<file path="src/hdl/serial_irq_regs.svh">
// Register offsets, field positions, reset values and widths of the channel.
`ifndef SERIAL_IRQ_REGS_SVH
`define SERIAL_IRQ_REGS_SVH
`define OFS_STATUS_ZERO 12'h000
`define OFS_INT_ENABLE_ZERO 12'h004
`define OFS_TX_SRC_STATUS 12'h008
`define OFS_TX_SRC_ENABLE 12'h00C
`define OFS_RX_SRC_STATUS 12'h010
`define OFS_RX_SRC_ENABLE 12'h014
`define OFS_FRAME_RESULT 12'h018
`define OFS_TX_THRESHOLD 12'h01C
`define OFS_CONTROL 12'h020
`define OFS_IRQ_STATUS 12'h024
`define OFS_IRQ_MASK 12'h028
`define BIT_TX_SUMMARY 7
`define BIT_RX_SUMMARY 6
`define BIT_RX_DATA 1
`define BIT_TX_SPACE 0
`define REQ_MASK 8'hC3
`define TX_UNDERFLOW 0
`define TX_QUIET 1
`define TX_CTS_CHANGE 2
`define RX_CARRIER 1
`define RX_PMP 5
`define RX_CRC 9
`define RX_FRAME_END_STATUS 10
`define RX_FRAME_BITS 12'h3F0
`define CTL_MODE_LSB 0
`define CTL_SINGLE_BYTE_HOST 3
`define CTL_TX_ENABLE 4
`define CTL_CHAN_RESET 8
`define CTL_TX_RESET 9
`define CTL_RX_RESET 10
`define CTL_RESET_VALUE 8'h01
`define TX_THRESHOLD_RESET 8'h00
`define FILL_WIDTH 6
`define TX_SRC_COUNT 3
`define RX_SRC_COUNT 12
`define IRQ_EVENT_COUNT 4
`endif

</file>
<file path="src/hdl/serial_irq_pkg.sv">
// Types shared by the channel interrupt logic.
package serial_irq_pkg;
  // Protocol mode of the channel, one-hot.
  typedef enum logic [2:0] {
    MODE_ASYNC = 3'b001,
    MODE_BYTE_SYNC = 3'b010,
    MODE_BIT_SYNC = 3'b100
  } proto_mode_e;
endpackage : serial_irq_pkg

</file>
<file path="src/hdl/serial_channel_irq.sv">
// Interrupt request and source-flag logic of one serial channel.
`timescale 1ns/1ps
`include "serial_irq_regs.svh"
module serial_channel_irq
  import serial_irq_pkg::*;
#(
  parameter int FILL_W = `FILL_WIDTH
) (
  // APB slave.
  input wire logic pclk,
  input wire logic presetn,
  input wire logic psel,
  input wire logic penable,
  input wire logic pwrite,
  input wire logic [11:0] paddr,
  input wire logic [31:0] pwdata,
  output logic [31:0] prdata,
  output logic pready,
  output logic pslverr,
  // Buffer levels and buffer access strobes.
  input wire logic [FILL_W-1:0] tx_fill_count,
  input wire logic [FILL_W-1:0] rx_fill_count,
  input wire logic tx_buffer_write,
  input wire logic rx_buffer_read,
  input wire logic rx_read_next_pmp,
  input wire logic rx_frame_last_read,
  // Channel events and line levels.
  input wire logic tx_underflow_event,
  input wire logic tx_quiet_event,
  input wire logic clear_to_send_level,
  input wire logic carrier_level,
  input wire logic [`RX_SRC_COUNT-1:0] rx_source_event,
  input wire logic check_code_ok,
  // Requests and interrupt.
  output logic tx_space_request,
  output logic rx_data_request,
  output logic tx_summary_request,
  output logic rx_summary_request,
  output logic irq
);

  // Elaboration refuses widths that the 8-bit threshold compare cannot hold.
  if (FILL_W < 1 || FILL_W > 8)
  begin : g_bad_fill
    $error("FILL_W must lie between 1 and 8");
  end

  logic [7:0] int_enable_reg;
  logic [`TX_SRC_COUNT-1:0] tx_src_en_reg;
  logic [`RX_SRC_COUNT-1:0] rx_src_en_reg;
  logic [`RX_SRC_COUNT-1:0] frame_result_reg;
  logic [7:0] tx_threshold_reg;
  logic [7:0] control_reg;
  logic [`IRQ_EVENT_COUNT-1:0] irq_mask_reg;
  logic tx_space_reg;
  logic rx_data_reg;
  logic cts_prev_reg;
  logic carrier_prev_reg;
  logic [1:0] pmp_zero_reg;
  logic [3:0] req_prev_reg;
  logic [`TX_SRC_COUNT-1:0] tx_src_flags;
  logic [`RX_SRC_COUNT-1:0] rx_src_flags;
  logic [`IRQ_EVENT_COUNT-1:0] irq_flags;
  logic [`TX_SRC_COUNT-1:0] tx_src_set;
  logic [`TX_SRC_COUNT-1:0] tx_src_w1c;
  logic [`TX_SRC_COUNT-1:0] tx_src_hw;
  logic [`RX_SRC_COUNT-1:0] rx_src_set;
  logic [`RX_SRC_COUNT-1:0] rx_src_w1c;
  logic [`RX_SRC_COUNT-1:0] rx_src_hw;
  logic [`IRQ_EVENT_COUNT-1:0] irq_w1c;
  logic [3:0] req_now;
  logic [7:0] status_zero;
  logic wr_en;
  logic access;
  logic chan_reset;
  logic tx_reset;
  logic rx_reset;
  logic tx_summary_flag;
  logic rx_summary_flag;
  logic frame_copy;
  logic pmp_read;
  logic pmp_clear;
  logic [1:0] pmp_need;
  logic [1:0] pmp_zero_next;
  logic addr_ok;
  logic [31:0] rd_data;
  proto_mode_e mode;

  // The answer comes one cycle into the access phase, so prdata is flopped.
  assign access = psel && penable && !pready;
  assign wr_en = psel && penable && pready && pwrite && !pslverr;

  // Command bits are write pulses; they never stick in the control word.
  assign chan_reset = wr_en && paddr == `OFS_CONTROL &&
                      pwdata[`CTL_CHAN_RESET];
  assign tx_reset = wr_en && paddr == `OFS_CONTROL && pwdata[`CTL_TX_RESET];
  assign rx_reset = wr_en && paddr == `OFS_CONTROL && pwdata[`CTL_RX_RESET];

  // Mode decode; an illegal code falls back to asynchronous.
  always_comb
  begin
    case (control_reg[`CTL_MODE_LSB +: 3])
      3'h2: mode = MODE_BYTE_SYNC;
      3'h4: mode = MODE_BIT_SYNC;
      default: mode = MODE_ASYNC;
    endcase
  end

  // Summaries: each source gated by its own enable, then ORed.
  assign tx_summary_flag = |(tx_src_flags & tx_src_en_reg);
  assign rx_summary_flag = |(rx_src_flags & rx_src_en_reg);

  // First status word; summary bits ignore the summary enables.
  always_comb
  begin
    status_zero = 8'h00;
    status_zero[`BIT_TX_SUMMARY] = tx_summary_flag;
    status_zero[`BIT_RX_SUMMARY] = rx_summary_flag;
    status_zero[`BIT_RX_DATA] = rx_data_reg;
    status_zero[`BIT_TX_SPACE] = tx_space_reg;
  end

  // Request of each type is its flag ANDed with its enable.
  assign req_now = {status_zero[`BIT_TX_SUMMARY] &
                    int_enable_reg[`BIT_TX_SUMMARY],
                    status_zero[`BIT_RX_SUMMARY] &
                    int_enable_reg[`BIT_RX_SUMMARY],
                    status_zero[`BIT_RX_DATA] & int_enable_reg[`BIT_RX_DATA],
                    status_zero[`BIT_TX_SPACE] &
                    int_enable_reg[`BIT_TX_SPACE]};

  // Request outputs are flopped levels that follow flag and enable.
  always_ff @(posedge pclk or negedge presetn)
  begin
    if (!presetn)
    begin
      tx_summary_request <= 1'b0;
      rx_summary_request <= 1'b0;
      rx_data_request <= 1'b0;
      tx_space_request <= 1'b0;
    end
    else
    begin
      tx_summary_request <= req_now[3];
      rx_summary_request <= req_now[2];
      rx_data_request <= req_now[1];
      tx_space_request <= req_now[0];
    end
  end

  // Transmit space: ready while the transmitter is enabled and the fill stays at or below the threshold.
  always_ff @(posedge pclk or negedge presetn)
  begin
    if (!presetn)
      tx_space_reg <= 1'b0;
    else if (chan_reset || tx_reset)
      tx_space_reg <= 1'b0;
    else
      tx_space_reg <= control_reg[`CTL_TX_ENABLE] &&
                      8'(tx_fill_count) <=
                      tx_threshold_reg;
  end

  // Receive data: held until the buffer has been read empty.
  always_ff @(posedge pclk or negedge presetn)
  begin
    if (!presetn)
      rx_data_reg <= 1'b0;
    else if (chan_reset || rx_reset)
      rx_data_reg <= 1'b0;
    else if (rx_fill_count != '0)
      rx_data_reg <= 1'b1;
    else
      rx_data_reg <= 1'b0;
  end

  // Previous line levels for change detection.
  always_ff @(posedge pclk or negedge presetn)
  begin
    if (!presetn)
    begin
      cts_prev_reg <= 1'b0;
      carrier_prev_reg <= 1'b0;
    end
    else
    begin
      cts_prev_reg <= clear_to_send_level;
      carrier_prev_reg <= carrier_level;
    end
  end

  // Transmit sources.
  assign tx_src_set = {clear_to_send_level != cts_prev_reg,
                       tx_quiet_event, tx_underflow_event};
  assign tx_src_w1c = (wr_en && paddr == `OFS_TX_SRC_STATUS) ?
                      pwdata[`TX_SRC_COUNT-1:0] : '0;
  assign tx_src_hw = {1'b0, tx_buffer_write, 1'b0};

  sticky_flag_bank #(
    .WIDTH(`TX_SRC_COUNT)
  ) u_tx_src (
    .pclk(pclk),
    .presetn(presetn),
    .set_pulse(tx_src_set),
    .w1c_mask(tx_src_w1c),
    .hw_clear(tx_src_hw),
    .force_clear(chan_reset || tx_reset),
    .flags(tx_src_flags)
  );

  // The frame copy happens only in bit-sync mode, on the last byte read.
  assign frame_copy = mode == MODE_BIT_SYNC && rx_frame_last_read;

  // Parity bit source clears on reads only in asynchronous mode.
  assign pmp_read = mode == MODE_ASYNC && rx_buffer_read &&
                    rx_src_flags[`RX_PMP];
  assign pmp_need = control_reg[`CTL_SINGLE_BYTE_HOST] ? 2'd1 : 2'd2;
  assign pmp_zero_next = rx_read_next_pmp ? 2'd0 :
                         pmp_zero_reg + 2'd1;
  assign pmp_clear = pmp_read && pmp_zero_next >= pmp_need;

  // Count consecutive zero parity bits read while the flag is set.
  always_ff @(posedge pclk or negedge presetn)
  begin
    if (!presetn)
      pmp_zero_reg <= 2'd0;
    else if (!rx_src_flags[`RX_PMP] || pmp_clear || chan_reset)
      pmp_zero_reg <= 2'd0;
    else if (pmp_read)
      pmp_zero_reg <= pmp_zero_next;
  end

  // Receive sources; line changes and the frame copy add their own sets.
  always_comb
  begin
    rx_src_set = rx_source_event;
    rx_src_set[`RX_CARRIER] = rx_source_event[`RX_CARRIER] ||
                              carrier_level != carrier_prev_reg;
    rx_src_set[`RX_FRAME_END_STATUS] = rx_source_event[`RX_FRAME_END_STATUS]
                                       || frame_copy;
    rx_src_hw = frame_copy ? `RX_FRAME_BITS : '0;
    rx_src_hw[`RX_PMP] = rx_src_hw[`RX_PMP] || pmp_clear;
    rx_src_hw[`RX_CRC] = rx_src_hw[`RX_CRC] ||
                         (mode != MODE_ASYNC && check_code_ok);
  end
  assign rx_src_w1c = (wr_en && paddr == `OFS_RX_SRC_STATUS) ?
                      pwdata[`RX_SRC_COUNT-1:0] : '0;

  sticky_flag_bank #(
    .WIDTH(`RX_SRC_COUNT)
  ) u_rx_src (
    .pclk(pclk),
    .presetn(presetn),
    .set_pulse(rx_src_set),
    .w1c_mask(rx_src_w1c),
    .hw_clear(rx_src_hw),
    .force_clear(chan_reset || rx_reset),
    .flags(rx_src_flags)
  );

  // Frame result keeps the frame bits as they stood at the copy.
  always_ff @(posedge pclk or negedge presetn)
  begin
    if (!presetn)
      frame_result_reg <= '0;
    else if (chan_reset)
      frame_result_reg <= '0;
    else if (frame_copy)
      frame_result_reg <= rx_src_flags & `RX_FRAME_BITS;
  end

  // Interrupt events are rising request edges, caught even when unmasked later.
  always_ff @(posedge pclk or negedge presetn)
  begin
    if (!presetn)
      req_prev_reg <= 4'h0;
    else
      req_prev_reg <= req_now;
  end
  assign irq_w1c = (wr_en && paddr == `OFS_IRQ_STATUS) ?
                   pwdata[`IRQ_EVENT_COUNT-1:0] : '0;

  sticky_flag_bank #(
    .WIDTH(`IRQ_EVENT_COUNT)
  ) u_irq (
    .pclk(pclk),
    .presetn(presetn),
    .set_pulse(req_now & ~req_prev_reg),
    .w1c_mask(irq_w1c),
    .hw_clear('0),
    .force_clear(1'b0),
    .flags(irq_flags)
  );

  // Interrupt line, flopped so it stands clean for the host.
  always_ff @(posedge pclk or negedge presetn)
  begin
    if (!presetn)
      irq <= 1'b0;
    else
      irq <= |(irq_flags & irq_mask_reg);
  end

  // Software writable registers; channel reset wipes every enable but leaves the interrupt mask.
  always_ff @(posedge pclk or negedge presetn)
  begin
    if (!presetn)
    begin
      int_enable_reg <= 8'h00;
      tx_src_en_reg <= '0;
      rx_src_en_reg <= '0;
      tx_threshold_reg <= `TX_THRESHOLD_RESET;
      control_reg <= `CTL_RESET_VALUE;
      irq_mask_reg <= '0;
    end
    else if (chan_reset)
    begin
      int_enable_reg <= 8'h00;
      tx_src_en_reg <= '0;
      rx_src_en_reg <= '0;
      tx_threshold_reg <= `TX_THRESHOLD_RESET;
      control_reg <= `CTL_RESET_VALUE;
    end
    else if (wr_en)
    begin
      case (paddr)
        `OFS_INT_ENABLE_ZERO: int_enable_reg <= pwdata[7:0] & `REQ_MASK;
        `OFS_TX_SRC_ENABLE: tx_src_en_reg <= pwdata[`TX_SRC_COUNT-1:0];
        `OFS_RX_SRC_ENABLE: rx_src_en_reg <= pwdata[`RX_SRC_COUNT-1:0];
        `OFS_TX_THRESHOLD: tx_threshold_reg <= pwdata[7:0];
        `OFS_CONTROL: control_reg <= pwdata[7:0];
        `OFS_IRQ_MASK: irq_mask_reg <= pwdata[`IRQ_EVENT_COUNT-1:0];
        default: ;
      endcase
    end
  end

  // Read decode; unmapped addresses answer with an error and zero data.
  always_comb
  begin
    addr_ok = 1'b1;
    rd_data = 32'h0000_0000;
    case (paddr)
      `OFS_STATUS_ZERO: rd_data[7:0] = status_zero;
      `OFS_INT_ENABLE_ZERO: rd_data[7:0] = int_enable_reg;
      `OFS_TX_SRC_STATUS: rd_data[`TX_SRC_COUNT-1:0] = tx_src_flags;
      `OFS_TX_SRC_ENABLE: rd_data[`TX_SRC_COUNT-1:0] = tx_src_en_reg;
      `OFS_RX_SRC_STATUS: rd_data[`RX_SRC_COUNT-1:0] = rx_src_flags;
      `OFS_RX_SRC_ENABLE: rd_data[`RX_SRC_COUNT-1:0] = rx_src_en_reg;
      `OFS_FRAME_RESULT: rd_data[`RX_SRC_COUNT-1:0] = frame_result_reg;
      `OFS_TX_THRESHOLD: rd_data[7:0] = tx_threshold_reg;
      `OFS_CONTROL: rd_data[7:0] = control_reg;
      `OFS_IRQ_STATUS: rd_data[`IRQ_EVENT_COUNT-1:0] = irq_flags;
      `OFS_IRQ_MASK: rd_data[`IRQ_EVENT_COUNT-1:0] = irq_mask_reg;
      default: addr_ok = 1'b0;
    endcase
  end

  // One wait state: pready rises in the second access cycle.
  always_ff @(posedge pclk or negedge presetn)
  begin
    if (!presetn)
    begin
      pready <= 1'b0;
      pslverr <= 1'b0;
      prdata <= 32'h0000_0000;
    end
    else
    begin
      pready <= access;
      pslverr <= access && !addr_ok;
      if (access && !pwrite)
        prdata <= rd_data;
    end
  end

endmodule : serial_channel_irq

</file>
<file path="src/hdl/sticky_flag_bank.sv">
// Bank of sticky flags with write-one-to-clear and hardware clears.
`timescale 1ns/1ps
module sticky_flag_bank #(
  parameter int WIDTH = 4
) (
  // Clock and reset.
  input wire logic pclk,
  input wire logic presetn,
  // Set and clear terms, one bit per flag except force_clear, which clears the whole bank.
  input wire logic [WIDTH-1:0] set_pulse,
  input wire logic [WIDTH-1:0] w1c_mask,
  input wire logic [WIDTH-1:0] hw_clear,
  input wire logic force_clear,
  // Flag state.
  output logic [WIDTH-1:0] flags
);

  // Elaboration stops on a bank with no flags in it.
  if (WIDTH < 1)
  begin : g_bad_width
    $error("sticky_flag_bank needs at least one flag");
  end

  // Each flag keeps its event: a set in the cycle of a clear wins.
  // Only force_clear overrides a set; the channel reset with the transmit or receive reset drives it in the source banks, the interrupt bank ties it low.
  for (genvar i = 0; i < WIDTH; i++)
  begin : g_flag
    always_ff @(posedge pclk or negedge presetn)
    begin
      if (!presetn)
        flags[i] <= 1'b0;
      else if (force_clear)
        flags[i] <= 1'b0;
      else if (set_pulse[i])
        flags[i] <= 1'b1;
      else if (w1c_mask[i] || hw_clear[i])
        flags[i] <= 1'b0;
    end
  end

endmodule : sticky_flag_bank

</file>
<file path="config.mk">
export PLATFORM = sky130hd
export DESIGN_NAME = serial_channel_irq
export DESIGN_NICKNAME = d
export VERILOG_FILES = /design/src/hdl/serial_irq_pkg.sv /design/src/hdl/serial_channel_irq.sv /design/src/hdl/sticky_flag_bank.sv
export VERILOG_INCLUDE_DIRS = /design/src /design/src/hdl
export SDC_FILE = /design/constraint.sdc
export NUM_CORES = 1
export LEC_CHECK = 0
export ABC_AREA = 0
export BUFFER_PORTS_ARGS = -buffer_cell sky130_fd_sc_hd__buf_2
export CAP_MARGIN = 15
export CORE_MARGIN = 4
export CORE_UTILIZATION = 54
export DETAILED_ROUTE_END_ITERATION = 8
export GPL_ROUTABILITY_DRIVEN = 0
export MAX_ROUTING_LAYER = met4
export PLACE_DENSITY = 0.87
export SLEW_MARGIN = 20
export SYNTH_ARGS = -nofsm -noshare
export SYNTH_HDL_FRONTEND = slang
export SYNTH_HIERARCHICAL = 1
export SYNTH_SLANG_ARGS = --single-unit
</file>
<file path="constraint.sdc">
create_clock -name pclk -period 2.77 [get_ports pclk]
set_clock_uncertainty 0.05 [all_clocks]
set_input_delay 0.4155 -clock pclk [delete_from_list [all_inputs] [get_ports pclk]]
set_output_delay 0.4155 -clock pclk [all_outputs]
set_load 0.02 [all_outputs]
</file>
After elaboration in Yosys (flattened, before gate mapping)
Index checks and enable logic that the tools add are counted.
{"block": "totals", "ff_bits": 103, "latch_bits": 0, "ram_bits": 0, "rom_bits": 0, "in_bits": 82, "output_inout_bits": 39, "wordCells": 242, "n_memories": 0}
{"block": "op_classes", "addsub": 1, "multipliers": 0, "div_mod_pow": 0, "n_lt_le_gt_ge": 2, "eq_ne": 17, "n_shift": 0, "n_mux": 87, "bitwise_logic": 10, "n_reduce_logical": 85}
{"operator": "2-to-1 mux 12 bit", "n": 6}
{"operator": "2-to-1 mux 8 bit", "n": 9}
{"operator": "2-to-1 mux 1 bit", "n": 57}
{"operator": "equality test 12 x 5 -> 1 bit, second input constant", "n": 4}
{"operator": "nonzero test 3 bit", "n": 15}
{"operator": "equality test 12 x 6 -> 1 bit, second input constant", "n": 3}
{"operator": "one-hot mux 3 bit (11 select lines)", "n": 1}
{"operator": "one-hot mux 4 bit (7 select lines)", "n": 1}
{"operator": "equality test 12 x 4 -> 1 bit, second input constant", "n": 2}
{"operator": "nonzero test 2 bit", "n": 12}
{"operator": "logical AND 1 bit", "n": 20}
{"operator": "logical OR 1 bit", "n": 19}
{"operator": "AND 12 bit", "n": 1}
{"operator": "equality test 12 x 3 -> 1 bit, second input constant", "n": 1}
{"operator": "zero test 12 bit", "n": 1}
{"operator": "2-to-1 mux 3 bit", "n": 4}
{"operator": "one-hot mux 4 bit (3 select lines)", "n": 1}
{"operator": "OR reduction 12 bit", "n": 1}
{"operator": "OR reduction 11 bit", "n": 1}
{"operator": "2-to-1 mux 10 bit", "n": 1}
{"operator": "AND reduction 2 bit", "n": 5}
{"operator": "AND 4 bit", "n": 2}
{"operator": "less-or-equal comparator 6 x 8 -> 1 bit", "n": 1}
{"operator": "2-to-1 mux 2 bit", "n": 4}
{"operator": "other kinds (20)", "n": 30}

Longest topological paths before layout
{"block": "depth", "word_depth": 11, "depth_mapped": 8, "depth_no_buf": 7}

Modules after synthesis
Netlist, hierarchy kept.
{"mod": "serial_channel_irq", "instances": 1, "cells_per_inst": 462, "area_each_um2": 4167.7, "seq_area_each_um2": 1752.9}
{"mod": "sticky_flag_bank at u_rx_src", "instances": 1, "cells_per_inst": 49, "area_each_um2": 515.5, "seq_area_each_um2": 300.3}
{"mod": "sticky_flag_bank at u_irq", "instances": 1, "cells_per_inst": 16, "area_each_um2": 170.2, "seq_area_each_um2": 100.1}
{"mod": "sticky_flag_bank at u_tx_src", "instances": 1, "cells_per_inst": 12, "area_each_um2": 127.6, "seq_area_each_um2": 75.1}

Worst setup path after synthesis
OpenSTA, ideal clock, no wires.
{"block": "synth_path", "path_kind": "in2reg", "from": "in paddr[9]", "to": "reg u_rx_src.flags[7]", "setup_time_ns": 0.128, "t_arrival_ns": 1.879, "required_time_ns": 2.592, "setup_slack_ns": 0.713, "path_stages": 7, "path_buffers": 1, "path_cell_list": "or4_1 nor2_2 and3_1 clkbuf_1 and2_1 or3b_1 a21oi_1"}
{"block": "synth_via", "elab_chain_len": 5, "elab_cells_between_ends": 11, "classes_between": "2 x eq/ne; 2 x mux; 7 x reduce/logical"}
{"element": "from (decl)", "line_no": "serial_channel_irq.sv:15", "text": "input wire logic [11:0] paddr,"}
{"element": "equality test 12 x 5 -> 1 bit"}
{"element": "logical AND 1 bit (no source line)"}
{"element": "2-to-1 mux 12 bit", "line_no": "serial_channel_irq.sv:246", "text": "assign rx_src_w1c = (wr_en && paddr == `OFS_RX_SRC_STATUS) ?"}
{"element": "via rx_src_w1c[7]", "line_no": "serial_channel_irq.sv:68", "text": "logic [`RX_SRC_COUNT-1:0] rx_src_w1c;"}
{"element": "logical OR 1 bit", "line_no": "sticky_flag_bank.sv:36", "text": "else if (w1c_mask[i] || hw_clear[i])"}
{"element": "nonzero test 3 bit (no source line)"}
{"element": "to (signal, indexed assignment)", "line_no": "sticky_flag_bank.sv:33", "text": "flags[i] <= 1'b0;"}
{"element": "to (signal, indexed assignment)", "line_no": "sticky_flag_bank.sv:35", "text": "flags[i] <= 1'b1;"}
{"element": "to (signal, indexed assignment)", "line_no": "sticky_flag_bank.sv:37", "text": "flags[i] <= 1'b0;"}
{"element": "to (decl)", "line_no": "sticky_flag_bank.sv:15", "text": "output logic [WIDTH-1:0] flags"}
The timed path passes the listed nets, and every way through them passes these cells.
A chain may end at the register's enable or synchronous reset.

Worst setup path in the final report
{"block": "layout_path", "from": "in paddr[1]", "to": "reg int_enable_reg[7]"}
{"block": "layout_via", "elab_chain_len": 5, "elab_cells_between_ends": 8, "classes_between": "2 x eq/ne; 1 x mux; 5 x reduce/logical"}
{"element": "equality test 12 x 6 -> 1 bit"}
{"element": "logical AND 1 bit (no source line)"}
{"element": "logical AND 1 bit", "line_no": "serial_channel_irq.sv:94", "text": "assign chan_reset = wr_en && paddr == `OFS_CONTROL &&"}
{"element": "nonzero test 2 bit (no source line)"}
{"element": "AND reduction 2 bit (no source line)"}
{"element": "to (signal assigned)", "line_no": "serial_channel_irq.sv:327", "text": "`OFS_INT_ENABLE_ZERO: int_enable_reg <= pwdata[7:0] & `REQ_MASK;"}
{"element": "to (decl)", "line_no": "serial_channel_irq.sv:48", "text": "logic [7:0] int_enable_reg;"}
Parallel ways exist; a longest one is shown, timed or not.

==> flow_metrics.env <==
export IMPL_nets=719
export IMPL_p_comb_frac=0.122
export IMPL_setup_tns_ns=0
export IMPL_initial_core_util=0.563
export IMPL_p_sw_frac=0.270
export IMPL_crit_arrival_ns=2.38
export IMPL_reg2reg_from="pready"
export IMPL_finalSetupViolations=0
export IMPL_drtIter0Drc=426
export IMPL_slew_viol_final=0
export IMPL_ys_seq_area_frac=0.447
export IMPL_status="completed"
export IMPL_htreeDepth=3
export IMPL_r2r_end="int_enable_reg[7]"
export IMPL_r2r_setup_slack_ns=0.64
export IMPL_cts_sinks=89
export IMPL_postSynthCellCount=539
export IMPL_hold_viol=0
export IMPL_fin_crit_ns=2.18
export IMPL_dr_wl_met2_mm=6.33
export IMPL_grt_usage=0.253
export IMPL_std_cell_rows=34
export IMPL_drc_errors=0
export IMPL_synth_flop_cell="dfrtp_1"
export IMPL_slew_headroom=0.506
export IMPL_maxCapViolCount=0
export IMPL_io_buffers=80
export IMPL_fin_crit_sh=0.787
export IMPL_vias_per_cell=5.84
export IMPL_synth_warnings=6
export IMPL_n_antenna_cell=0
export IMPL_cts_buffer_depth=2
export IMPL_core_area_mm2=0.00885
export IMPL_postCtsHoldBufs=0
export IMPL_final_cells=742
export IMPL_max_freq_mhz=459
export IMPL_syn_area_mm2=0.00498
export IMPL_vdd_drop_max_mv=0.292
export IMPL_layout_drive_gt1_share=0.192
export IMPL_post_place_ws_ns=0.293
export IMPL_final_area_mm2=0.00567
export IMPL_layout_commonest_cell="dfrtp_1"
export IMPL_dp_hpwl_mm=9.73
export IMPL_wl_per_cell_um=17.8
export IMPL_worst_setup_path_end_kind="register"
export IMPL_grt_overflow_total=0
export IMPL_layout_common_cells="dfrtp_1, buf_2, nand2_1"
export IMPL_syn_area_per_cell_um2=9.24
export IMPL_drtPass1Iterations=5
export IMPL_setup_slack_ns=0.590
export IMPL_worst_ep_required_time_ns=2.97
export IMPL_m1WireLength_mm=5.33
export IMPL_cts_resized=0
export IMPL_cts_buffers=9
export IMPL_antenna_found_initial=0
export IMPL_grt_pass1_vias=4322
export IMPL_cts_setup_buffers=0
export IMPL_finalWirelength_mm=13.2
export IMPL_met3_length_mm=1.05
export IMPL_rsz0062_at_grt="no"
export IMPL_tightest_slew_ns=0.742
export IMPL_worstSetupStartpointType="input port"
export IMPL_cts_tree="done"
export IMPL_vias=4334
export IMPL_criticalPathCategory="input port to register"
export IMPL_hold_class="input port to asynchronous set/reset pin"
export IMPL_yosys_register_bits=89
export IMPL_synth_edf_count=0
export IMPL_seq_power_share=0.524
export IMPL_placedInstanceArea_mm2=0.00547
export IMPL_grt_first_pass_wirelength_mm=21.4
export IMPL_dp_cells=726
export IMPL_p_switching_mw=0.703
export IMPL_grt_max_degree=57
export IMPL_ant_nets=0
export IMPL_area_growth_pct=13.8
export IMPL_fp_dieH_um=104
export IMPL_highest_layer="met4"
export IMPL_p_clk_frac=0.354
export IMPL_fp_dieArea_mm2=0.0108
export IMPL_p_int_mw=1.90
export IMPL_synth_cell_types=57
export IMPL_p_leak_nw=2.85
export IMPL_ys_async_sr_fraction=1.00
export IMPL_power_density_mw_per_mm2=459
export IMPL_clockRootBuffer="clkbuf_8"
export IMPL_clk_latency_ns=0.37
export IMPL_num_io_pins=121
export IMPL_path_clk_slew_ns=0.09
export IMPL_r2r_cells=5
export IMPL_crit_path_max_fanout=8
export IMPL_die_width_um=104
[stage by stage]
step           hold WS [ns]  total power [mW]  utilization
3_5_place_dp          0.423              1.70        0.618
2_1_floorplan        0.0699              1.59            -
5_1_grt               0.107              2.71        0.641
4_1_cts              0.0669              2.61        0.641
6_report             0.0538              2.60        0.641
3_3_place_gp          0.416              1.68        0.618
[worst max-delay path, cell delays in order]
cell and delay, ns:
buf_2 0.09, or4_4 0.56, nor4_4 0.51, nand3_1 0.43, mux2i_1 0.30, nor2_1 0.06
[power groups by stage]
stage	Clock (mW)	Combinational, mW	Sequential (mW)
after floorplan	0	0.203	1.38
after global placement	0	0.300	1.38
after detailed placement	0	0.314	1.39
after CTS	0.940	0.315	1.36
after global routing	0.994	0.350	1.37
final	0.920	0.318	1.36
[cell usage after synthesis, drive strengths merged, types with 2 or more instances]
library cell,count,share of area
buf,30,0.041
nand4,5,0.0063
o221ai,2,0.0035
a22o,3,0.0053
o22ai,3,0.0038
o21ai,27,0.027
a22oi,9,0.014
or3,2,0.0025
nor2,39,0.030
mux2,8,0.018
or2,2,0.0025
nand3,19,0.020
nand2b,13,0.016
and2,25,0.031
a21oi,42,0.042
a32oi,5,0.0088
o21a,2,0.0030
mux4,2,0.0090
nor4,2,0.0055
nand3b,2,0.0030
nor2b,12,0.015
inv,31,0.023
nand2,57,0.043
a221oi,5,0.0088
dfrtp,88,0.44
or4,2,0.0038
mux2i,27,0.054
nor3,9,0.0090
and3,6,0.0075
xnor2,3,0.0053
ha,8,0.020
clkbuf,14,0.011
or3b,19,0.033
[per-layer routing]
layer,GRT usage,up-vias
met4,0.105,0
met1,0.313,2051
met3,0.0515,52
met5,-,-
met2,0.408,242
li1,-,1989
[worst max path at each step]
stage | to | slack, ns | depth (start not counted) | from
after global placement | tx_threshold_reg[6] | 0.37 | 6 | paddr[1]
final | int_enable_reg[7] | 0.59 | 6 | paddr[1]
after floorplan | u_rx_src/flags[7] | 0.71 | 7 | paddr[9]
after CTS | int_enable_reg[7] | 0.65 | 6 | paddr[9]
after global routing | rx_src_en_reg[2] | 0.54 | 5 | paddr[2]
after detailed placement | int_enable_reg[7] | 0.29 | 6 | paddr[9]
[cell type report]
type	instances	area, µm²
fillers	747	3180
multi-input cells	410	2510
flip-flops and latches	89	2230
repair buffers	88	475
clock buffers	10	138
well taps	108	135
inverters	31	116
clock inverters	6	66.3
[cells by family after synthesis]
kind of cell    count (synthesis)  synth area share
xor+xnor                        4           0.00703
compound gates                108             0.133
flops                          89             0.447
buf+inv                        75            0.0751
simple gates                  217             0.236
mux                            37            0.0814
other cells                     1          0.000753
fa+ha+maj                       8            0.0201
No activity file was read; power rests on OpenSTA's default activity.
